<file path="src/rtl/bdd_pkg.sv">
/*
  Constants, field layout and helpers for the bridge diagnostic and
  socket DMA select configuration registers.
  Assumes byte-addressed configuration space, 32-bit dword access.
*/
package bdd_pkg;

  ////////////////////////////////////////////////////////////////////////
  // Offsets
  localparam logic [7:0] BDD_ID_OFF = 8'h00;
  localparam logic [7:0] BDD_DIAG_DW_OFF = 8'h90;
  localparam logic [7:0] BDD_DIAG_OFF = 8'h93;
  localparam logic [7:0] BDD_DMA0_OFF = 8'h94;
  localparam logic [7:0] BDD_DMA1_OFF = 8'h98;
  localparam int BDD_DIAG_LANE = 3;

  ////////////////////////////////////////////////////////////////////////
  // Diagnostic register fields
  localparam int BDD_ID_READ_MASK_BIT = 7;
  localparam int BDD_SPARE_BIT = 6;
  localparam int BDD_ROUTE_SEL_BIT = 5;
  localparam int BDD_DT_OFF_BIT = 4;
  localparam int BDD_RETRY_WINDOW_LONGER_BIT = 3;
  localparam int BDD_CARD_DISC_BIT = 2;
  localparam int BDD_HOST_DISC_BIT = 1;
  localparam int BDD_STATUS_IRQ_NONCLOCKED_ENABLE_BIT = 0;
  localparam logic [7:0] BDD_DIAG_RESET = 8'h61;
  localparam logic [7:0] BDD_DIAG_GLOBAL_MASK = 8'h9E;

  ////////////////////////////////////////////////////////////////////////
  // Socket DMA registers
  localparam logic [31:0] BDD_DMA0_RESET = 32'h00000000;
  localparam logic [31:0] BDD_DMA0_RW_MASK = 32'h00000003;
  localparam logic [31:0] BDD_DMA1_RESET = 32'h00000000;
  localparam logic [31:0] BDD_DMA1_RW_MASK = 32'h0000FFF7;

  typedef enum logic [1:0] {
    BDD_CARD_DMA_REQUEST_NONE = 2'h0,
    BDD_CARD_DMA_REQUEST_SPKR = 2'h1,
    BDD_CARD_DMA_REQUEST_IOIS16 = 2'h2,
    BDD_CARD_DMA_REQUEST_INPACK = 2'h3
  } bdd_card_dma_request_type;

  ////////////////////////////////////////////////////////////////////////
  // Timing, in clocks
  localparam logic [6:0] BDD_RETRY_SHORT_CLKS = 7'h10;
  localparam logic [6:0] BDD_RETRY_LONG_CLKS = 7'h40;
  localparam int BDD_DISCARD_SHORT_CLKS = 1024;
  localparam int BDD_DISCARD_LONG_CLKS = 32768;

  // Byte-enable merge of a write into a stored word
  function automatic logic [31:0] bdd_merge(
    input logic [31:0] old_val,
    input logic [31:0] wr_val,
    input logic [3:0] be
  );
    logic [31:0] res;
    res = old_val;
    for (int i = 0; i < 4; i++)
    begin
      if (be[i])
      begin
        res[i*8 +: 8] = wr_val[i*8 +: 8];
      end
    end
    return res;
  endfunction

endpackage

</file>
<file path="src/rtl/bdd_timer_if.sv">
/*
  Link between the register bank and one discard timer.
  Assumes both ends run on the same clock.
*/
`timescale 1ns/1ps
interface bdd_timer_if;
  logic sel_short;
  logic pending;
  logic expire;
  modport ctrl (output sel_short, output pending, input expire);
  modport timer (input sel_short, input pending, output expire);
endinterface

</file>
<file path="src/rtl/bdd_regs.sv">
/*
  Diagnostic and socket DMA configuration registers of a dual-socket
  card bridge, with the controls they steer.
  Assumes the host presents one configuration cycle per clock on the
  cfg_* port, byte addressed at dword offsets, with byte enables and function number.
*/
`timescale 1ns/1ps
module bdd_regs
  import bdd_pkg::*;
#(
  parameter int DISCARD_LONG_CLKS = BDD_DISCARD_LONG_CLKS
)(
  input wire logic sys_clk,
  input wire logic rstn,
  input wire logic cfg_func,
  input wire logic [7:0] cfg_addr,
  input wire logic [3:0] cfg_be,
  input wire logic cfg_wr,
  input wire logic cfg_rd,
  input wire logic [31:0] cfg_wdata,
  output logic [31:0] cfg_rdata,
  output logic cfg_rvalid,
  input wire logic [31:0] id_value,
  input wire logic [1:0] exca_803_b4,
  input wire logic [1:0][3:0] exca_805_hi,
  input wire logic [1:0] csc_event,
  output logic [1:0] csc_route_pci,
  output logic [1:0] csc_irq,
  input wire logic [1:0] card_spkr,
  input wire logic [1:0] card_iois16,
  input wire logic [1:0] card_inpack,
  output logic [1:0] card_dma_request,
  output logic delayed_txn_off,
  output logic [6:0] retry_limit,
  input wire logic dt_pending_host,
  input wire logic dt_pending_card,
  output logic discard_host,
  output logic discard_card
);

  ////////////////////////////////////////////////////////////////////////
  // Reset release
  logic rst_meta_reg, rst_n;

  always_ff @(posedge sys_clk or negedge rstn)
  begin
    if (!rstn)
    begin
      rst_meta_reg <= 1'b0;
      rst_n <= 1'b0;
    end
    else
    begin
      rst_meta_reg <= 1'b1;
      rst_n <= rst_meta_reg;
    end
  end

  ////////////////////////////////////////////////////////////////////////
  // Register storage
  logic [7:0] diag_glob_reg, diag_glob_next;
  logic [1:0][7:0] diag_loc_reg, diag_loc_next;
  logic [1:0][1:0] dma0_reg, dma0_next;
  logic [1:0][31:0] dma1_reg, dma1_next;
  logic [31:0] rdata_reg, rdata_next;
  logic rvalid_reg, rvalid_next;
  logic [1:0][7:0] diag_view;

  // Global bits come from the shared copy, the rest per function
  function automatic logic [7:0] bdd_diag_of(
    input logic [7:0] glob,
    input logic [7:0] loc
  );
    return (glob & BDD_DIAG_GLOBAL_MASK) | (loc & ~BDD_DIAG_GLOBAL_MASK);
  endfunction

  always_comb
  begin
    for (int s = 0; s < 2; s++)
    begin
      diag_view[s] = bdd_diag_of(diag_glob_reg, diag_loc_reg[s]);
    end
  end

  always_comb
  begin
    diag_glob_next = diag_glob_reg;
    diag_loc_next = diag_loc_reg;
    dma0_next = dma0_reg;
    dma1_next = dma1_reg;
    rvalid_next = cfg_rd;
    rdata_next = rdata_reg;
    if (cfg_wr)
    begin
      if (cfg_addr == BDD_DIAG_DW_OFF && cfg_be[BDD_DIAG_LANE])
      begin
        // Either function may write the shared bits; software keeps to 0
        diag_glob_next = cfg_wdata[BDD_DIAG_LANE*8 +: 8];
        diag_loc_next[cfg_func] = cfg_wdata[BDD_DIAG_LANE*8 +: 8];
      end
      if (cfg_addr == BDD_DMA0_OFF && cfg_be[0])
      begin
        dma0_next[cfg_func] = cfg_wdata[1:0];
      end
      if (cfg_addr == BDD_DMA1_OFF)
      begin
        dma1_next[cfg_func] = bdd_merge(dma1_reg[cfg_func], cfg_wdata,
                                        cfg_be) & BDD_DMA1_RW_MASK;
      end
    end
    if (cfg_rd)
    begin
      case (cfg_addr)
        BDD_ID_OFF:
        begin
          rdata_next = diag_view[cfg_func][BDD_ID_READ_MASK_BIT]
                       ? 32'hFFFFFFFF : id_value;
        end
        BDD_DIAG_DW_OFF:
        begin
          rdata_next = {diag_view[cfg_func], 24'h000000};
        end
        BDD_DMA0_OFF:
        begin
          rdata_next = {30'h00000000, dma0_reg[cfg_func]};
        end
        BDD_DMA1_OFF:
        begin
          rdata_next = dma1_reg[cfg_func] & BDD_DMA1_RW_MASK;
        end
        default:
        begin
          rdata_next = 32'h00000000;
        end
      endcase
    end
  end

  always_ff @(posedge sys_clk or negedge rst_n)
  begin
    if (!rst_n)
    begin
      diag_glob_reg <= BDD_DIAG_RESET;
      diag_loc_reg <= {BDD_DIAG_RESET, BDD_DIAG_RESET};
      dma0_reg <= {BDD_DMA0_RESET[1:0], BDD_DMA0_RESET[1:0]};
      dma1_reg <= {BDD_DMA1_RESET, BDD_DMA1_RESET};
      rdata_reg <= 32'h00000000;
      rvalid_reg <= 1'b0;
    end
    else
    begin
      diag_glob_reg <= diag_glob_next;
      diag_loc_reg <= diag_loc_next;
      dma0_reg <= dma0_next;
      dma1_reg <= dma1_next;
      rdata_reg <= rdata_next;
      rvalid_reg <= rvalid_next;
    end
  end

  assign cfg_rdata = rdata_reg;
  assign cfg_rvalid = rvalid_reg;

  ////////////////////////////////////////////////////////////////////////
  // Steered controls
  logic [1:0] route_now;
  logic [1:0] route_reg, route_next;
  logic [1:0] irq_reg, irq_next;
  logic [1:0] card_dma_request_reg, card_dma_request_next;
  logic dt_off_reg, dt_off_next;
  logic [6:0] retry_reg, retry_next;

  always_comb
  begin
    for (int s = 0; s < 2; s++)
    begin
      if (diag_view[s][BDD_ROUTE_SEL_BIT])
      begin
        route_now[s] = (exca_805_hi[s] == 4'h0);
      end
      else
      begin
        route_now[s] = exca_803_b4[s];
      end
    end
  end

  always_comb
  begin
    route_next = route_now;
    irq_next = csc_event & route_now;
    for (int s = 0; s < 2; s++)
    begin
      case (bdd_card_dma_request_type'(dma0_reg[s]))
        BDD_CARD_DMA_REQUEST_SPKR: card_dma_request_next[s] = card_spkr[s];
        BDD_CARD_DMA_REQUEST_IOIS16: card_dma_request_next[s] = card_iois16[s];
        BDD_CARD_DMA_REQUEST_INPACK: card_dma_request_next[s] = card_inpack[s];
        default: card_dma_request_next[s] = 1'b0;
      endcase
    end
    dt_off_next = diag_glob_reg[BDD_DT_OFF_BIT];
    retry_next = diag_glob_reg[BDD_RETRY_WINDOW_LONGER_BIT]
                 ? BDD_RETRY_LONG_CLKS : BDD_RETRY_SHORT_CLKS;
  end

  always_ff @(posedge sys_clk or negedge rst_n)
  begin
    if (!rst_n)
    begin
      route_reg <= 2'h0;
      irq_reg <= 2'h0;
      card_dma_request_reg <= 2'h0;
      dt_off_reg <= 1'b0;
      retry_reg <= BDD_RETRY_SHORT_CLKS;
    end
    else
    begin
      route_reg <= route_next;
      irq_reg <= irq_next;
      card_dma_request_reg <= card_dma_request_next;
      dt_off_reg <= dt_off_next;
      retry_reg <= retry_next;
    end
  end

  // Status_irq_nonclocked_enable path skips the flop so a stopped clock cannot hold it back
  always_comb
  begin
    for (int s = 0; s < 2; s++)
    begin
      csc_irq[s] = diag_view[s][BDD_STATUS_IRQ_NONCLOCKED_ENABLE_BIT]
                   ? (csc_event[s] & route_now[s]) : irq_reg[s];
    end
  end

  assign csc_route_pci = route_reg;
  assign card_dma_request = card_dma_request_reg;
  assign delayed_txn_off = dt_off_reg;
  assign retry_limit = retry_reg;

  ////////////////////////////////////////////////////////////////////////
  // Discard timers; held off entirely while delayed handling is off
  bdd_timer_if host_tmr();
  bdd_timer_if card_tmr();

  assign host_tmr.sel_short = diag_glob_reg[BDD_HOST_DISC_BIT];
  assign host_tmr.pending = dt_pending_host & ~dt_off_reg;
  assign card_tmr.sel_short = diag_glob_reg[BDD_CARD_DISC_BIT];
  assign card_tmr.pending = dt_pending_card & ~dt_off_reg;
  assign discard_host = host_tmr.expire;
  assign discard_card = card_tmr.expire;

  bdd_discard_timer #(.LONG_CLKS(DISCARD_LONG_CLKS)) u_host_timer (
    .sys_clk(sys_clk),
    .rst_n(rst_n),
    .tif(host_tmr)
  );

  bdd_discard_timer #(.LONG_CLKS(DISCARD_LONG_CLKS)) u_card_timer (
    .sys_clk(sys_clk),
    .rst_n(rst_n),
    .tif(card_tmr)
  );

endmodule // bdd_regs

</file>
<file path="src/rtl/bdd_discard_timer.sv">
/*
  Delayed-transaction discard timer: counts while a transaction is held
  and pulses expire once after the selected number of clocks.
  Assumes pending stays high while the delayed transaction is held.
*/
`timescale 1ns/1ps
module bdd_discard_timer
  import bdd_pkg::*;
#(
  parameter int LONG_CLKS = BDD_DISCARD_LONG_CLKS
)(
  input wire logic sys_clk,
  input wire logic rst_n,
  bdd_timer_if.timer tif
);

  typedef enum logic [1:0] {BDD_T_IDLE, BDD_T_COUNT, BDD_T_DONE}
    bdd_tstate_type;

  bdd_tstate_type state_reg, state_next;
  logic [15:0] count_reg, count_next;
  logic expire_reg, expire_next;
  logic [15:0] limit;

  ////////////////////////////////////////////////////////////////////////
  always_comb
  begin
    limit = tif.sel_short ? 16'(BDD_DISCARD_SHORT_CLKS - 1)
                          : 16'(LONG_CLKS - 1);
    state_next = state_reg;
    count_next = count_reg;
    expire_next = 1'b0;
    case (state_reg)
      BDD_T_IDLE:
      begin
        count_next = 16'h0000;
        if (tif.pending)
        begin
          state_next = BDD_T_COUNT;
        end
      end
      BDD_T_COUNT:
      begin
        if (!tif.pending)
        begin
          state_next = BDD_T_IDLE;
        end
        else if (count_reg >= limit)
        begin
          // Compare, not equality: select may shrink mid-count
          expire_next = 1'b1;
          state_next = BDD_T_DONE;
        end
        else
        begin
          count_next = count_reg + 16'h0001;
        end
      end
      BDD_T_DONE:
      begin
        if (!tif.pending)
        begin
          state_next = BDD_T_IDLE;
        end
      end
      default:
      begin
        state_next = BDD_T_IDLE;
      end
    endcase
  end

  always_ff @(posedge sys_clk or negedge rst_n)
  begin
    if (!rst_n)
    begin
      state_reg <= BDD_T_IDLE;
      count_reg <= 16'h0000;
      expire_reg <= 1'b0;
    end
    else
    begin
      state_reg <= state_next;
      count_reg <= count_next;
      expire_reg <= expire_next;
    end
  end

  assign tif.expire = expire_reg;

endmodule // bdd_discard_timer

</file>
<file path="config.mk">
export PLATFORM = sky130hd
export DESIGN_NAME = bdd_regs
export DESIGN_NICKNAME = d
export VERILOG_FILES = /design/src/rtl/bdd_pkg.sv /design/src/rtl/bdd_timer_if.sv /design/src/rtl/bdd_regs.sv /design/src/rtl/bdd_discard_timer.sv
export SDC_FILE = /design/constraint.sdc
export NUM_CORES = 1
export LEC_CHECK = 0
export BUFFER_PORTS_ARGS = -buffer_cell sky130_fd_sc_hd__buf_2
export CORE_ASPECT_RATIO = 1.25
export CORE_UTILIZATION = 55
export CTS_CLUSTER_DIAMETER = 150
export DETAILED_ROUTE_END_ITERATION = 6
export HOLD_SLACK_MARGIN = 0.08
export PLACE_DENSITY = 0.79
export SETUP_SLACK_MARGIN = 0.5
export SYNTH_ARGS = -nofsm -noshare
export SYNTH_HDL_FRONTEND = slang
export SYNTH_SLANG_ARGS = --single-unit
</file>
<file path="constraint.sdc">
create_clock -name sys_clk -period 7.3 [get_ports sys_clk]
set_clock_uncertainty 0.1 [all_clocks]
set_input_delay 0.365 -clock sys_clk [delete_from_list [all_inputs] [get_ports sys_clk]]
set_output_delay 0.365 -clock sys_clk [all_outputs]
set_load 0.02 [all_outputs]
</file>
==> metrics.csv <==
metric,value,unit
share of final-layout standard cells stronger than drive strength 1,0.2848,
R2R setup slack,4110,ps
"CP delay by family, top",compound AO/OA/AOI/OAI gates,
CP max stage cell,a21oi_1,
multi-input logic area,0.003007,mm²
number of logic stages on the critical path including buffering,5,
Post-synth top flop,dfrtp_1,
Worst Max-Slew Pin Slew,1172,ps
final hold viol count,0,
y dimension of the die,123.7,µm
Power Total,1.668,mW
combined area of all synthesized cells,0.006512,mm²
endpoint of the most critical setup path,u_host_timer.count_reg[6]$_DFFE_PN0P_,
Netlist cell types,63,
CP peak stage delay,830,ps
Post-Synth Simple-Gate Area,0.1573,
routed vias,5444,
overall routing resource usage,0.2739,
final wirelength,15770,µm
Clock Pin Slew Worst Setup and Hold Paths,60,ps
buffers added on ports,134,
post-route clock period utilization,0.4369,
Placed Cells incl. Taps,899,
crit path kind,flip-flop to flip-flop,
starting density of the core,0.5633,
flip-flop and latch count after synthesis,127,
Bufs and invs on worst path,0,
number of warnings reported in the yosys synthesis log,0,
"EDFF count, synth",0,
pin count of the biggest net entering global routing,86,
Max Buffers Root-to-Sink,2,
count of TritonRoute iterations in the first routing pass,6,
post-synthesis area per instance,9.808,µm²
number of global-route vias before repair,5585,
kind of end point of the critical path,flip-flop,
pins over their slew limit,0,
Power Dens Cells,213.3,mW/mm²
status,"finished, final reports clean",
area growth from synthesis to layout,20.06,%
unrepaired setup endpoints after global routing,no,
adder-cell area share of the yosys netlist,0.02305,
number of CTS-inserted buffers,17,
die width,99.33,µm
Slew Limit Headroom,0.2183,
highest net fanout along the worst path,19,
sequential area share after synthesis,0.4893,
required time reported for the critical path endpoint,7490,ps
TritonCTS clock tree,built,
Post-CTS Hold Buffers,4,
share of async-settable or async-resettable flops after synthesis,1.000,
worst vdd ir,0.1921,mV
GPL Wtd Cong,0.8497,
initial antenna violation count,2,
area of the die,0.01228,mm²
number of buffers added for setup after CTS,0,
Post-DP HPWL,10830,µm
maximum level of the CTS H-tree,4,
series of cell instances along the critical path,"or3b_1, a2111o_1, a21oi_1, nand2b_1, o311ai_0",
number of setup violations in the final report,0,
"antenna viol nets, final",0,
maximum frequency from static timing analysis,0.3135,GHz
startpoint type of the worst setup path,flip-flop,
Syn Inst Count,664,
final standard cell count with taps included and fillers excluded,936,
DRT iter0 DRCs,261,
post-layout min period,3190,ps
I/O pin count,150,
sequential cell area in the final layout,0.003191,mm²
parity-gate share of the synthesized area counting xor and xnor cells,0.001345,
global-route wire length before repair,26120,µm
instance area after placement,0.007191,mm²
combinational family with the most area after synthesis,compound AO/OA/AOI/OAI gates,
number of flip-flops under the largest register name,32,
path class of the lowest-slack min-delay path,input port to flip-flop,
grt ovf,0,
data arrival time of the critical path,3380,ps
area fraction in compound gates after synthesis,0.1781,
max-cap violations,0,
DR WL/cell,16.85,µm
capture point of the worst reg-to-reg path,u_host_timer.count_reg[6]$_DFFE_PN0P_,
Fillers,884,
number of standard-cell rows in the floorplan,44,
Total Nets Final,897,
vias per cell,5.816,
Resize count post-CTS,0,
mux share of post-synthesis cell area,0.09837,
cell at the root of the clock tree,clkbuf_16,
core footprint,0.01156,mm²
total number of clock tree sinks,127,
TNS Setup,0,ps
total non-filler cell area in the finished layout,0.007819,mm²
cells on worst reg2reg path,5,
worst setup path start,u_host_timer.state_reg[1]$_DFFE_PN0P_,
clock latency on the worst-skew pair,410,ps
post-route DRC violation count,0,
Static Leakage,3.706,nW
RR Startpoint,u_host_timer.state_reg[1]$_DFFE_PN0P_,
## cells in the mapped netlist (4+ instances only)
cell type | number | area share
or4_1 | 4 | 0.0046
nor4_1 | 6 | 0.0058
buf_1 | 4 | 0.0023
ha_1 | 12 | 0.023
a211o_1 | 5 | 0.0067
a21o_1 | 5 | 0.0058
nand2_1 | 76 | 0.044
nand2b_1 | 9 | 0.0086
mux2i_1 | 19 | 0.029
nor2b_1 | 6 | 0.0058
inv_1 | 34 | 0.020
buf_4 | 6 | 0.0069
nor2_1 | 52 | 0.030
clkbuf_1 | 29 | 0.017
or2_2 | 5 | 0.0048
nand3_1 | 23 | 0.018
o211ai_1 | 21 | 0.024
o311ai_0 | 6 | 0.0081
o31ai_1 | 6 | 0.0069
o21ai_0 | 58 | 0.045
and3_1 | 4 | 0.0038
dfrtp_1 | 120 | 0.46
nor3_1 | 5 | 0.0038
a21oi_1 | 24 | 0.018
o22ai_1 | 16 | 0.015
a31oi_1 | 8 | 0.0077
mux2_2 | 39 | 0.067
dfstp_2 | 7 | 0.028
## worst reg2reg max path, stage by stage, from the launching register on
cell      delay [ps]
dfrtp_1          600
or3b_1           610
a2111o_1         490
a21oi_1          830
nand2b_1         120
o311ai_0         330
## per-stage QoR
step                hold slack, ps  utilization  worst slack (ps)
global placement             49.30       0.6220              4271
detailed placement           52.69       0.6220              4219
floorplan                   -30.59            -              3412
finish                       86.78       0.6763              4110
CTS                          80.53       0.6761              4143
global route                 84.29       0.6763              3892
## where the power goes
part	internal (mW)	switching [mW]	total, mW	leakage (nW)
Clock	0.527	0.303	0.830	0.282
Sequential	0.718	0.0160	0.734	1.70
Combinational	0.0423	0.0617	0.104	1.72
Total	1.29	0.381	1.67	3.71
## cell usage in the layout, fill, tap and decap left out, drive strengths merged, types with 3 or more instances in the layout
cell type / count
buf: 137
dfrtp: 120
nand2: 76
o21ai: 61
nor2: 52
mux2: 40
inv: 34
a21oi: 24
nand3: 23
clkbuf: 22
o211ai: 21
mux2i: 19
o22ai: 16
ha: 12
nand2b: 9
a31oi: 8
dfstp: 7
nor4: 7
nor2b: 6
o311ai: 6
o31ai: 6
conb: 6
a211o: 5
or2: 5
a21o: 5
nor3: 5
or4: 5
clkinv: 5
a2111oi: 5
o41ai: 5
and3: 4
dlygate4sd3: 4
or3: 4
nand4: 3
clkinvlp: 3
## layer usage
layer  track usage  part of all wire  wire, µm  vias to the layer above
met1        0.3145              0.40      6373                     2609
met4        0.1167             0.024       373                        2
met5             0           0.00070        11                        -
met3       0.07015             0.057       905                       35
li1              -                 -         -                     2610
met2        0.4865              0.51      8105                      188
## kinds of logic after synthesis
logic type,after synthesis
buf+inv,78
simple gates,211
other cells,2
mux,59
flops,127
compound gates,174
fa+ha+maj,12
xor+xnor,1
## layout make-up
class / count / share of cell area
antenna: 1 / 0.0003201
multi-input combinational: 463 / 0.3845
clock buffer: 22 / 0.06065
clock inverter: 10 / 0.01424
timing repair buffer: 141 / 0.09377
sequential: 127 / 0.4081
inverter: 34 / 0.01632
tap: 138 / 0.02208
## worst min-delay path by stage
| stage | startpoint | end | slack (ps) | depth (start not counted) |
|---|---|---|---|---|
| 2_1_floorplan | rstn | rst_meta_reg$_DFF_PN0_ | -30 | 0 |
| 3_3_place_gp | rstn | rst_meta_reg$_DFF_PN0_ | 50 | 1 |
| 3_5_place_dp | rstn | rst_meta_reg$_DFF_PN0_ | 50 | 1 |
| 4_1_cts | cfg_wdata[28] | diag_glob_reg[4]$_DFFE_PN0N_ | 80 | 2 |
| 5_1_grt | cfg_wdata[28] | diag_glob_reg[4]$_DFFE_PN0N_ | 80 | 2 |
| 6_report | cfg_wdata[28] | diag_glob_reg[4]$_DFFE_PN0N_ | 90 | 2 |
(Power assumes the default switching activity.)
